[src/chdf_consts.vh]
`ifndef CHDF_CONSTS_VH
`define CHDF_CONSTS_VH
`define CHDF_DEPTH        32
`define CHDF_HALF_LEVEL   8
`define CHDF_REG_STATUS   8'h00
`define CHDF_REG_CLEAR    8'h04
`define CHDF_REG_CTRL     8'h08
`define CHDF_REG_TXDATA   8'h0C
`define CHDF_RXWIN_BASE   8'h80
`define CHDF_RXWIN_WORDS  32
`define CHDF_CTRL_TX_EN   0
`define CHDF_CTRL_RX_EN   1
`define CHDF_CTRL_DMA_EN  2
`define CHDF_CTRL_RESET   32'h0000_0000
`define CHDF_ST_TXF       0
`define CHDF_ST_TXE       1
`define CHDF_ST_TXHE      2
`define CHDF_ST_TX_DATA_AVAILABLE    3
`define CHDF_ST_TX_UNDERRUN_ERROR  4
`define CHDF_ST_RXF       5
`define CHDF_ST_RXE       6
`define CHDF_ST_RXHF      7
`define CHDF_ST_RX_DATA_AVAILABLE    8
`define CHDF_ST_RX_OVERRUN_ERROR   9
`define CHDF_ST_RECEIVE_ACTIVE     10
`define CHDF_CLR_UNDERR   4
`define CHDF_CLR_OVERR    9
`endif

[src/chdf_fifo.v]
`timescale 1ns/1ps
`include "chdf_consts.vh"
// Operation
// - Card traffic is commands and responses; some operations add a data token.
// - SD/SDIO data moves in blocks; MMC data in blocks or streams.
// - Transmit full when all 32 transmit words hold data.
// - Transmit empty when no transmit word holds data.
// - Transmit half-empty when 8 or more words are free; DMA request.
// - Transmit data-available is the inverse of transmit empty.
// - Transmit underrun sets sticky flag until cleared by register write.
// - Received word is written, then write pointer advances.
// - Read data bus shows word at current read pointer on receive window reads; zero outside read acks.
// - Receive buffer disabled: flags low, both pointers held reset; a set overrun flag stays set until cleared by register write.
// - Receive-active asserted while data arrives from the card.
// - Receive buffer readable through 32 consecutive word addresses.
// - Receive full when all 32 receive words hold data.
// - Receive empty when no receive word holds data.
// - Receive half-full when 8 or more words hold data; DMA request.
// - Receive data-available is the inverse of receive empty while the receive buffer is enabled; both read low when disabled.
// - Receive overrun sets sticky flag until cleared by register write.
module chdf_fifo #(
  parameter DW = 32,
  parameter DEPTH = `CHDF_DEPTH,
  parameter AW = 5
) (
  input  wire          clock,
  input  wire          srst,
  input  wire [7:0]    wb_adr_i,
  input  wire [31:0]   wb_dat_i,
  input  wire [3:0]    wb_sel_i,
  input  wire          wb_we_i,
  input  wire          wb_cyc_i,
  input  wire          wb_stb_i,
  output reg  [31:0]   wb_dat_o,
  output reg           wb_ack_o,
  input  wire          link_clk,
  input  wire          link_rx_valid,
  input  wire [DW-1:0] link_rx_data,
  input  wire          link_tx_req,
  output reg  [DW-1:0] link_tx_data,
  output reg           link_tx_valid,
  output reg           tx_dma_req,
  output reg           rx_dma_req,
  output reg           receive_active
);
  // Constants cut to the count width on purpose
  localparam [31:0] DEPTH_W = DEPTH;
  localparam [31:0] HALF_W  = `CHDF_HALF_LEVEL;
  localparam [AW:0] DEPTH_C = DEPTH_W[AW:0];
  localparam [AW:0] HALF_C  = HALF_W[AW:0];

  reg [DW-1:0] tx_mem [0:DEPTH-1];
  reg [DW-1:0] rx_mem [0:DEPTH-1];
  reg [AW-1:0] tx_wp_q;
  reg [AW-1:0] tx_rp_q;
  reg [AW-1:0] rx_wp_q;
  reg [AW-1:0] rx_rp_q;
  reg [AW:0]   tx_cnt_q;
  reg [AW:0]   rx_cnt_q;
  reg [AW:0]   tx_cnt_d;
  reg [AW:0]   rx_cnt_d;
  reg [31:0]   ctrl_q;
  reg          underr_q;
  reg          overr_q;
  reg [2:0]    clk_s_q;
  reg [1:0]    rxv_s_q;
  reg [1:0]    txr_s_q;
  reg [DW-1:0] rxd_s1_q;
  reg [DW-1:0] rxd_s2_q;
  reg [DW-1:0] rx_word_q;
  reg          rx_pend_q;
  reg [31:0]   status_w;
  reg [31:0]   rd_data_d;

  // Status decode shared by both buffers
  function [3:0] flags;
    input [AW:0] cnt;
    begin
      flags[0] = (cnt == DEPTH_C);
      flags[1] = (cnt == {(AW+1){1'b0}});
      flags[2] = (cnt >= HALF_C);
      flags[3] = ((DEPTH_C - cnt) >= HALF_C);
    end
  endfunction

  // Occupancy after one cycle; push and pop together leave it unchanged
  function [AW:0] next_count;
    input [AW:0] cnt;
    input        push;
    input        pop;
    begin
      next_count = cnt;
      if (push && !pop)
        next_count = cnt + 1'b1;
      else if (pop && !push)
        next_count = cnt - 1'b1;
    end
  endfunction

  wire       tx_en  = ctrl_q[`CHDF_CTRL_TX_EN];
  wire       rx_en  = ctrl_q[`CHDF_CTRL_RX_EN];
  wire       dma_en = ctrl_q[`CHDF_CTRL_DMA_EN];
  wire [3:0] tx_fl  = flags(tx_cnt_q);
  wire [3:0] rx_fl  = flags(rx_cnt_q);
  wire       tx_full  = tx_fl[0];
  wire       tx_empty = tx_fl[1];
  wire       tx_half_empty = tx_fl[3];
  wire       tx_avail = ~tx_empty;
  wire       rx_full  = rx_en & rx_fl[0];
  wire       rx_empty = rx_en & rx_fl[1];
  wire       rx_half_full = rx_en & rx_fl[2];
  wire       rx_avail = rx_en & ~rx_fl[1];

  // Link clock edge found from synchronised copy; stage 0 is read only by stage 1
  wire link_rise = clk_s_q[1] & ~clk_s_q[2];
  wire rx_strobe = link_rise & rxv_s_q[1];
  wire tx_strobe = link_rise & txr_s_q[1];

  wire bus_req   = wb_cyc_i & wb_stb_i & ~wb_ack_o;
  wire bus_wr    = bus_req & wb_we_i;
  wire bus_rd    = bus_req & ~wb_we_i;
  wire in_rxwin  = (wb_adr_i[7:2] >= (`CHDF_RXWIN_BASE >> 2)) &&
                   (wb_adr_i[7:2] < ((`CHDF_RXWIN_BASE >> 2) + `CHDF_RXWIN_WORDS));
  wire tx_push   = bus_wr && (wb_adr_i == `CHDF_REG_TXDATA) && tx_en && !tx_full;
  wire rx_pop    = bus_rd && in_rxwin && rx_en && !rx_empty;
  wire tx_pop    = tx_strobe && tx_en && !tx_empty;
  wire tx_under  = tx_strobe && tx_en && tx_empty;
  wire rx_push   = rx_pend_q && rx_en && !rx_full;
  wire rx_over   = rx_pend_q && rx_en && rx_full;
  wire clr_wr    = bus_wr && (wb_adr_i == `CHDF_REG_CLEAR) && wb_sel_i[1:0] != 2'h0;

  // One counting rule for both buffers
  always @* begin
    rx_cnt_d = next_count(rx_cnt_q, rx_push, rx_pop);
    tx_cnt_d = next_count(tx_cnt_q, tx_push, tx_pop);
  end

  always @(posedge clock) begin
    clk_s_q <= {clk_s_q[1:0], link_clk};
    rxv_s_q <= {rxv_s_q[0], link_rx_valid};
    txr_s_q <= {txr_s_q[0], link_tx_req};
  end

  // Word is held by the card around its clock edge, so the two-stage copy has settled
  always @(posedge clock) begin
    rxd_s1_q <= link_rx_data;
    rxd_s2_q <= rxd_s1_q;
  end

  // Word captured first, written the next cycle, pointer moves after write
  always @(posedge clock) begin
    if (srst) begin
      rx_pend_q <= 1'b0;
      rx_word_q <= {DW{1'b0}};
    end else begin
      rx_pend_q <= rx_strobe;
      if (rx_strobe)
        rx_word_q <= rxd_s2_q;
    end
  end

  always @(posedge clock) begin
    if (rx_push)
      rx_mem[rx_wp_q] <= rx_word_q;
  end

  // Writes to a full or disabled buffer are dropped without notice
  always @(posedge clock) begin
    if (tx_push)
      tx_mem[tx_wp_q] <= wb_dat_i;
  end

  always @(posedge clock) begin
    if (srst || !rx_en) begin
      rx_wp_q  <= {AW{1'b0}};
      rx_rp_q  <= {AW{1'b0}};
      rx_cnt_q <= {(AW+1){1'b0}};
    end else begin
      if (rx_push)
        rx_wp_q <= rx_wp_q + 1'b1;
      if (rx_pop)
        rx_rp_q <= rx_rp_q + 1'b1;
      rx_cnt_q <= rx_cnt_d;
    end
  end

  // Pointers held at zero while disabled, so a re-enable starts clean
  always @(posedge clock) begin
    if (srst || !tx_en) begin
      tx_wp_q  <= {AW{1'b0}};
      tx_rp_q  <= {AW{1'b0}};
      tx_cnt_q <= {(AW+1){1'b0}};
    end else begin
      if (tx_push)
        tx_wp_q <= tx_wp_q + 1'b1;
      if (tx_pop)
        tx_rp_q <= tx_rp_q + 1'b1;
      tx_cnt_q <= tx_cnt_d;
    end
  end

  // Sticky errors; a new event wins over a clear in the same cycle
  always @(posedge clock) begin
    if (srst)
      underr_q <= 1'b0;
    else if (tx_under)
      underr_q <= 1'b1;
    else if (clr_wr && wb_dat_i[`CHDF_CLR_UNDERR])
      underr_q <= 1'b0;
  end

  always @(posedge clock) begin
    if (srst)
      overr_q <= 1'b0;
    else if (rx_over)
      overr_q <= 1'b1;
    else if (clr_wr && wb_dat_i[`CHDF_CLR_OVERR])
      overr_q <= 1'b0;
  end

  always @(posedge clock) begin
    if (srst)
      ctrl_q <= `CHDF_CTRL_RESET;
    else if (bus_wr && wb_adr_i == `CHDF_REG_CTRL && wb_sel_i[0]) begin
      ctrl_q                    <= 32'h0000_0000;
      ctrl_q[`CHDF_CTRL_TX_EN]  <= wb_dat_i[`CHDF_CTRL_TX_EN];
      ctrl_q[`CHDF_CTRL_RX_EN]  <= wb_dat_i[`CHDF_CTRL_RX_EN];
      ctrl_q[`CHDF_CTRL_DMA_EN] <= wb_dat_i[`CHDF_CTRL_DMA_EN];
    end
  end

  // Unused status bits read as zero
  always @* begin
    status_w                    = 32'h0000_0000;
    status_w[`CHDF_ST_TXF]      = tx_full;
    status_w[`CHDF_ST_TXE]      = tx_empty;
    status_w[`CHDF_ST_TXHE]     = tx_half_empty;
    status_w[`CHDF_ST_TX_DATA_AVAILABLE]   = tx_avail;
    status_w[`CHDF_ST_TX_UNDERRUN_ERROR] = underr_q;
    status_w[`CHDF_ST_RXF]      = rx_full;
    status_w[`CHDF_ST_RXE]      = rx_empty;
    status_w[`CHDF_ST_RXHF]     = rx_half_full;
    status_w[`CHDF_ST_RX_DATA_AVAILABLE]   = rx_avail;
    status_w[`CHDF_ST_RX_OVERRUN_ERROR]  = overr_q;
    status_w[`CHDF_ST_RECEIVE_ACTIVE]    = receive_active;
  end

  // Window decoded first so no register offset can alias it
  always @* begin
    rd_data_d = 32'h0000_0000;
    if (in_rxwin)
      rd_data_d = rx_mem[rx_rp_q];
    else begin
      case (wb_adr_i)
        `CHDF_REG_STATUS: rd_data_d = status_w;
        `CHDF_REG_CTRL:   rd_data_d = ctrl_q;
        default:          rd_data_d = 32'h0000_0000;
      endcase
    end
  end

  // Window reads pop in order; the offset within the window is not an index
  always @(posedge clock) begin
    if (srst) begin
      wb_ack_o <= 1'b0;
      wb_dat_o <= 32'h0000_0000;
    end else begin
      wb_ack_o <= bus_req;
      wb_dat_o <= 32'h0000_0000;
      if (bus_rd)
        wb_dat_o <= rd_data_d;
    end
  end

  always @(posedge clock) begin
    if (srst) begin
      link_tx_data  <= {DW{1'b0}};
      link_tx_valid <= 1'b0;
    end else begin
      link_tx_valid <= tx_pop;
      if (tx_pop)
        link_tx_data <= tx_mem[tx_rp_q];
    end
  end

  // Requests are registered levels; the DMA sees them one cycle after the count
  always @(posedge clock) begin
    if (srst) begin
      tx_dma_req <= 1'b0;
      rx_dma_req <= 1'b0;
    end else begin
      tx_dma_req <= dma_en & tx_en & tx_half_empty;
      rx_dma_req <= dma_en & rx_half_full;
    end
  end

  always @(posedge clock) begin
    if (srst)
      receive_active <= 1'b0;
    else
      receive_active <= rx_en & (rxv_s_q[1] | rx_pend_q);
  end
endmodule

[config.mk]
export PLATFORM = sky130hd
export DESIGN_NAME = chdf_fifo
export DESIGN_NICKNAME = d
export VERILOG_FILES = /design/src/chdf_fifo.v
export VERILOG_INCLUDE_DIRS = /design/src
export SDC_FILE = /design/constraint.sdc
export NUM_CORES = 2
export LEC_CHECK = 0
export BUFFER_PORTS_ARGS = -buffer_cell sky130_fd_sc_hd__buf_2
export CORE_MARGIN = 10
export CORE_UTILIZATION = 55
export CTS_BUF_LIST = sky130_fd_sc_hd__clkbuf_8 sky130_fd_sc_hd__clkbuf_16
export DETAILED_ROUTE_END_ITERATION = 10
export GPL_TIMING_DRIVEN = 0
export PLACE_DENSITY = 0.71
export SYNTH_ARGS = -nofsm -noshare
export SYNTH_HDL_FRONTEND = slang
export SYNTH_SLANG_ARGS = --single-unit
[constraint.sdc]
create_clock -name clock -period 4.95 [get_ports clock]
set_clock_uncertainty 0.1 [all_clocks]
set_input_delay 0.7425 -clock clock [delete_from_list [all_inputs] [get_ports clock]]
set_output_delay 0.7425 -clock clock [all_outputs]
set_load 0.005 [all_outputs]
## Word-level counts from Yosys, hierarchy flattened

Memories as Yosys holds them, arrays and structs flattened. A register that Yosys moved wholly into a read port is not among the register bits.
Index checks and enable logic that the tools add are counted.

- Bits in registers: 178
- RAM bits: 2048
- Input port bits: 84
- Output and inout bits: 69
- Logic and storage cells: 122
- Memories kept: 2

- Add/subtract/negate cells: 9
- Magnitude comparators: 3
- Equal/unequal tests: 5
- Multiplexer cells: 16
- Bitwise operators: 22
- Reductions and logical operators: 43

Memory list:

| name | words | width | rd ports | clocked after Yosys merged registers in | write ports | line | source |
|---|---|---|---|---|---|---|---|
| rx_mem | 32 | 32 | 1 | 1 | 1 | chdf_fifo.v:53 | `reg [DW-1:0] rx_mem [0:DEPTH-1];` |
| tx_mem | 32 | 32 | 1 | 1 | 1 | chdf_fifo.v:52 | `reg [DW-1:0] tx_mem [0:DEPTH-1];` |

Operator list:

| cell | count |
|---|---|
| $mux 32 | 1 |
| $mux 6 | 4 |
| $logic_and 1x1->1 | 22 |
| $pmux 11 s2 | 1 |
| $add 5x1->5 const B | 4 |
| $eq 8x4->1 const B | 2 |
| $and 1x1->1 | 15 |
| $add 6x1->6 const B | 2 |
| $eq 6x6->1 const B | 2 |
| $ge 6x4->1 const B | 2 |
| $logic_not 6->1 | 2 |
| $sub 6x1->6 const B | 2 |
| $logic_not 1->1 | 10 |
| $mux 5 | 2 |
| $reduce_bool 2->1 | 5 |
| $eq 8x3->1 const B | 1 |
| $logic_not 8->1 | 1 |
| $mux 1 | 8 |
| $ge 6x6->1 const B | 1 |
| $not 1->1 | 6 |
| $sub 6x6->6 const A | 1 |
| $logic_or 1x1->1 | 2 |
| $reduce_or 2->1 | 1 |
| $or 1x1->1 | 1 |

## Longest topological paths before layout

- Depth in word-level cells: 10
- Depth in mapped cells: 12
- Mapped depth without buffers: 12

## Worst setup path before layout

OpenSTA, ideal clock, no wires.

- Path kind: input port to flip-flop
- From: input wb_adr_i[5]
- To: memory tx_mem[28][0] (enable)
- Library setup time: 0.421 ns
- Arrival time: 3.518 ns
- Data required time: 4.429 ns
- Path slack: 0.911 ns
- Cell stages on the path: 6
- Buffers on the path: 0
- Cells stage by stage: or4_4 > nor4_4 > nand4_1 > inv_1 > nand2_1 > nor2_1

- Cells in the longest elaborated chain, start to end: 6

RTL lines:

| item | line | source |
|---|---|---|
| from (decl) | chdf_fifo.v:28 | `input wire [7:0] wb_adr_i,` |
| $eq 8x4->1 (no line) | - |  |
| $logic_and 1x1->1 (3 in a row) | chdf_fifo.v:124 | `` wire tx_push = bus_wr && (wb_adr_i == `CHDF_REG_TXDATA) && tx_en && !tx_full; `` |
| via next_count.push | chdf_fifo.v:89 | `input push;` |
| $mux 1 | chdf_fifo.v:169 | `if (tx_push)` |
| $mux 1 (implied by the code) | chdf_fifo.v:170 | `tx_mem[tx_wp_q] <= wb_dat_i;` |
| to (decl) | chdf_fifo.v:52 |  |

The timed path passes the listed nets, and every way through them passes these cells.

## Worst setup path in the final report

- From: register wb_ack_o
- To: memory tx_mem[8][2] (enable)

- Cells in the longest elaborated chain, start to end: 8

RTL lines:

| item | line | source |
|---|---|---|
| from (decl) | chdf_fifo.v:35 | `output reg wb_ack_o,` |
| from (signal assigned) | chdf_fifo.v:268 | `wb_ack_o <= bus_req;` |
| $not 1->1 | chdf_fifo.v:119 | `wire bus_req = wb_cyc_i & wb_stb_i & ~wb_ack_o;` |
| $and 1x1->1 | chdf_fifo.v:119 |  |
| $and 1x1->1 | chdf_fifo.v:120 | `wire bus_wr = bus_req & wb_we_i;` |
| $logic_and 1x1->1 (3 in a row) | chdf_fifo.v:124 |  |
| via next_count.push | chdf_fifo.v:89 |  |
| $mux 1 | chdf_fifo.v:169 |  |
| $mux 1 (implied by the code) | chdf_fifo.v:170 |  |

The timed path passes the listed nets, and every way through them passes these cells.

==> metrics.cfg <==
[route]
wl_per_cell_um=30.9
dr.pass1.iters=5
drc=0
via_per_inst=6.35
antenna_left=0
drtIter0Drc=5617
vias=42342
wirelength_um=206000

[critical_path]
reg2reg_to=tx_mem[8][2]$_DFFE_PP_
rr_worst_depth=7
critPathLaunchType=flip-flop
cp_max_fo=17
arrival_ns=4.87
worstSetupPathType=reg2reg
required_ns=5.35
r2r_slack_ns=0.48
critPathCaptureType=flip-flop
r2r_start=wb_ack_o$_SDFF_PP0_

[clock_tree]
cts_buffer_depth=3
cts_tree=built
insertion_delay_ns=0.86
clk_pin_slew_ns=0.06
numCtsBuffers=214
cts_sinks=2263
clockRootBuffer=clkbuf_16
ctsResizeCount=0
h-tree-depth=4

[placement]
dp_hpwl_um=129000
place_area_mm2=0.0900
gp_congestion=0.874
port_buffers=149
place_inst=6220
post-place-ws_ns=0.167

[floorplanning]
core_area_mm2=0.152
io-pin-count=153
die_x_um=412
die_y_um=412
rows=143
initial_core_util_pct=55.5
dieArea_mm2=0.170

[layout]
area_delta_synth_final_pct=15.3
final_cell_mix=edfxtp_1, mux4_2, clkbuf_16
fin_nets=4549
drive_above_1_share_pct=26.2
instances_no_fill=6665
final_design_area_no_fill_mm2=0.0975
final_common_cell=edfxtp_1

[min_path]
hp-class=reg2reg
min_to=rxd_s2_q[8]$_DFF_P_
holdPathStages=0
holdCritStartpoint=rxd_s1_q[8]$_DFF_P_

[yosys]
synth_warnings=0
synth.mux.area_fraction_pct=14.9
ys_ff_latch=2263
synthesis.instances=3966
synthAdderAreaFrac_pct=0.358
synth-xor-area-share_pct=0.197
yosys_most_used_dff=edfxtp_1
async_reset_ff_share_pct=0
syn-num-nets=4073
post_synth.cell_area_avg_um2=21.3
synth-simple-area-share_pct=1.82
synth_top_family_by_area=multiplexers
ys_seq_area_share_pct=77.8
ys_types=64
synthesis.area_mm2=0.0846
synth-edff-count=2048
synth_compound_area_share_pct=3.40

[sta]
finalCriticalPeriod_ns=4.47
period_share_pct=90.3
finalMaxSlewViolations=0
fmax_ghz=0.224
finalHoldViolCount=0
tightest_slew_ns=1.44
relSlewSlack_pct=4.03
layout_setup_ws_ns=0.480
setup_violations=0
rsz0062_at_grt=false

[global_routing]
antenna_found_initial=10
grt_pass1_vias=43482
grt_usage_pct=24.2
grt_pass1_wl_um=300000
grt_max_degree=34
grt_overflow=0

[power]
p_leak_nw=30.6
powerDensity_mw_per_mm2=384
peakVddDrop_mv=0.430

[outcome]
status=finished clean

[job]
drv_cap=0

==> registers in the layout, indices dropped and copies added (netlist names), 2 cells and up, named ones only <==
register / count
link_tx_data: 32
rx_mem: 1024
rx_word_q: 32
rxd_s2_q: 32
tx_wp_q: 5
tx_rp_q: 5
rx_rp_q: 5
txr_s_q: 2
tx_mem: 1024
clk_s_q: 3
wb_dat_o: 32
rxd_s1_q: 32
rxv_s_q: 2
rx_wp_q: 5
ctrl_q: 3
rx_cnt_q: 6
next_count.cnt: 6
==> worst max-delay path by stage <==
stage / start / end / slack, ns / cells after the start
CTS: wb_ack_o$_SDFF_PP0_ / tx_mem[9][10]$_DFFE_PP_ / 0.68 / 7
global placement: wb_adr_i[5] / tx_mem[9][9]$_DFFE_PP_ / -1.73 / 7
finish: wb_ack_o$_SDFF_PP0_ / tx_mem[8][2]$_DFFE_PP_ / 0.48 / 7
floorplan: wb_adr_i[5] / tx_mem[28][0]$_DFFE_PP_ / 0.91 / 6
global route: wb_ack_o$_SDFF_PP0_ / next_count.cnt[4]$_SDFFE_PP0P_ / 0.37 / 12
detailed placement: wb_adr_i[5] / tx_mem[9][13]$_DFFE_PP_ / 0.17 / 8
==> repair_timing <==
action,CTS,global route
hold buffers,35,0
hold endpoints to repair,35,0
buffers inserted,0,0
==> cells by family (layout without fill, tap and decap cells) <==
family	count (synthesis)	in the layout
simple gates	331	331
compound gates	401	401
mux	651	651
flops	2263	2263
xor+xnor	19	19
other cells	0	2
fa+ha+maj	23	23
buf+inv	278	945
==> layout make-up <==
cell class                 count  area, um2
sequential                  2263      65800
fill                        9901      55000
multi-input combinational   1425      18000
clock buffer                 248       5920
timing repair buffer         260       2710
tap                         2030       2540
clock inverter               159       1250
buffer                       216       1060
inverter                      62        233
antenna                        2       5.00
==> Yosys cell counts, types with 5 or more instances <==
cell	count	share of area [%]
mux4_2	485	13
buf_6	11	0.15
nand2_1	108	0.48
or3_1	6	0.044
inv_1	62	0.28
a211oi_1	8	0.071
mux2i_1	158	1.9
dfxtp_1	215	5.1
nand3_1	17	0.10
a21oi_1	112	0.66
nand4_1	8	0.059
clkbuf_1	104	0.46
nor2b_1	15	0.11
a22oi_1	34	0.30
or3b_2	7	0.072
a31oi_1	5	0.037
nor2_1	123	0.55
a2111oi_0	24	0.25
o221ai_1	33	0.34
xor2_1	11	0.11
a22o_1	67	0.69
buf_1	24	0.11
mux2_2	8	0.11
o21ai_0	16	0.095
ha_1	21	0.31
buf_2	58	0.34
edfxtp_1	2048	73
xnor2_1	8	0.083
buf_4	17	0.15
nand3b_1	14	0.12
o22ai_1	62	0.46
a2111oi_2	11	0.20
nor3_1	9	0.053
==> worst max-delay path: stages (launching register included) <==
cell      delay [ns]
dfxtp_1         0.31
nand3b_1        0.52
nor4_4          0.78
nand4_1         0.40
inv_1           0.36
nand2_1         0.52
nor2_4          0.84
buf_12          0.28
==> report_power, final <==
part           switching (W)  total [W]  leakage (nW)  internal, W
combinational       0.000195   0.000251          6.50    0.0000560
clock                0.00726     0.0163          3.72      0.00903
sequential         0.0000941     0.0209          20.4       0.0208
total                0.00755     0.0374          30.6       0.0299
==> per-stage QoR <==
step,power (W),TNS (ns),utilization (%),hold slack (ns)
2_1_floorplan,0.0213,0,-,0.210
3_3_place_gp,0.0215,-1701.66,57.6,0.211
3_5_place_dp,0.0215,0,59.0,0.212
4_1_cts,0.0375,0,63.9,0.226
5_1_grt,0.0384,0,63.9,0.231
6_report,0.0374,0,64.0,0.228
==> routing by layer <==
metal / part of all wire [%] / global-route usage (%)
met1: 37 / 31.7
met4: 3.3 / 7.84
met5: 0.021 / 0
met2: 50 / 40.6
met3: 9.3 / 5.27
(Power assumes the default switching activity.)
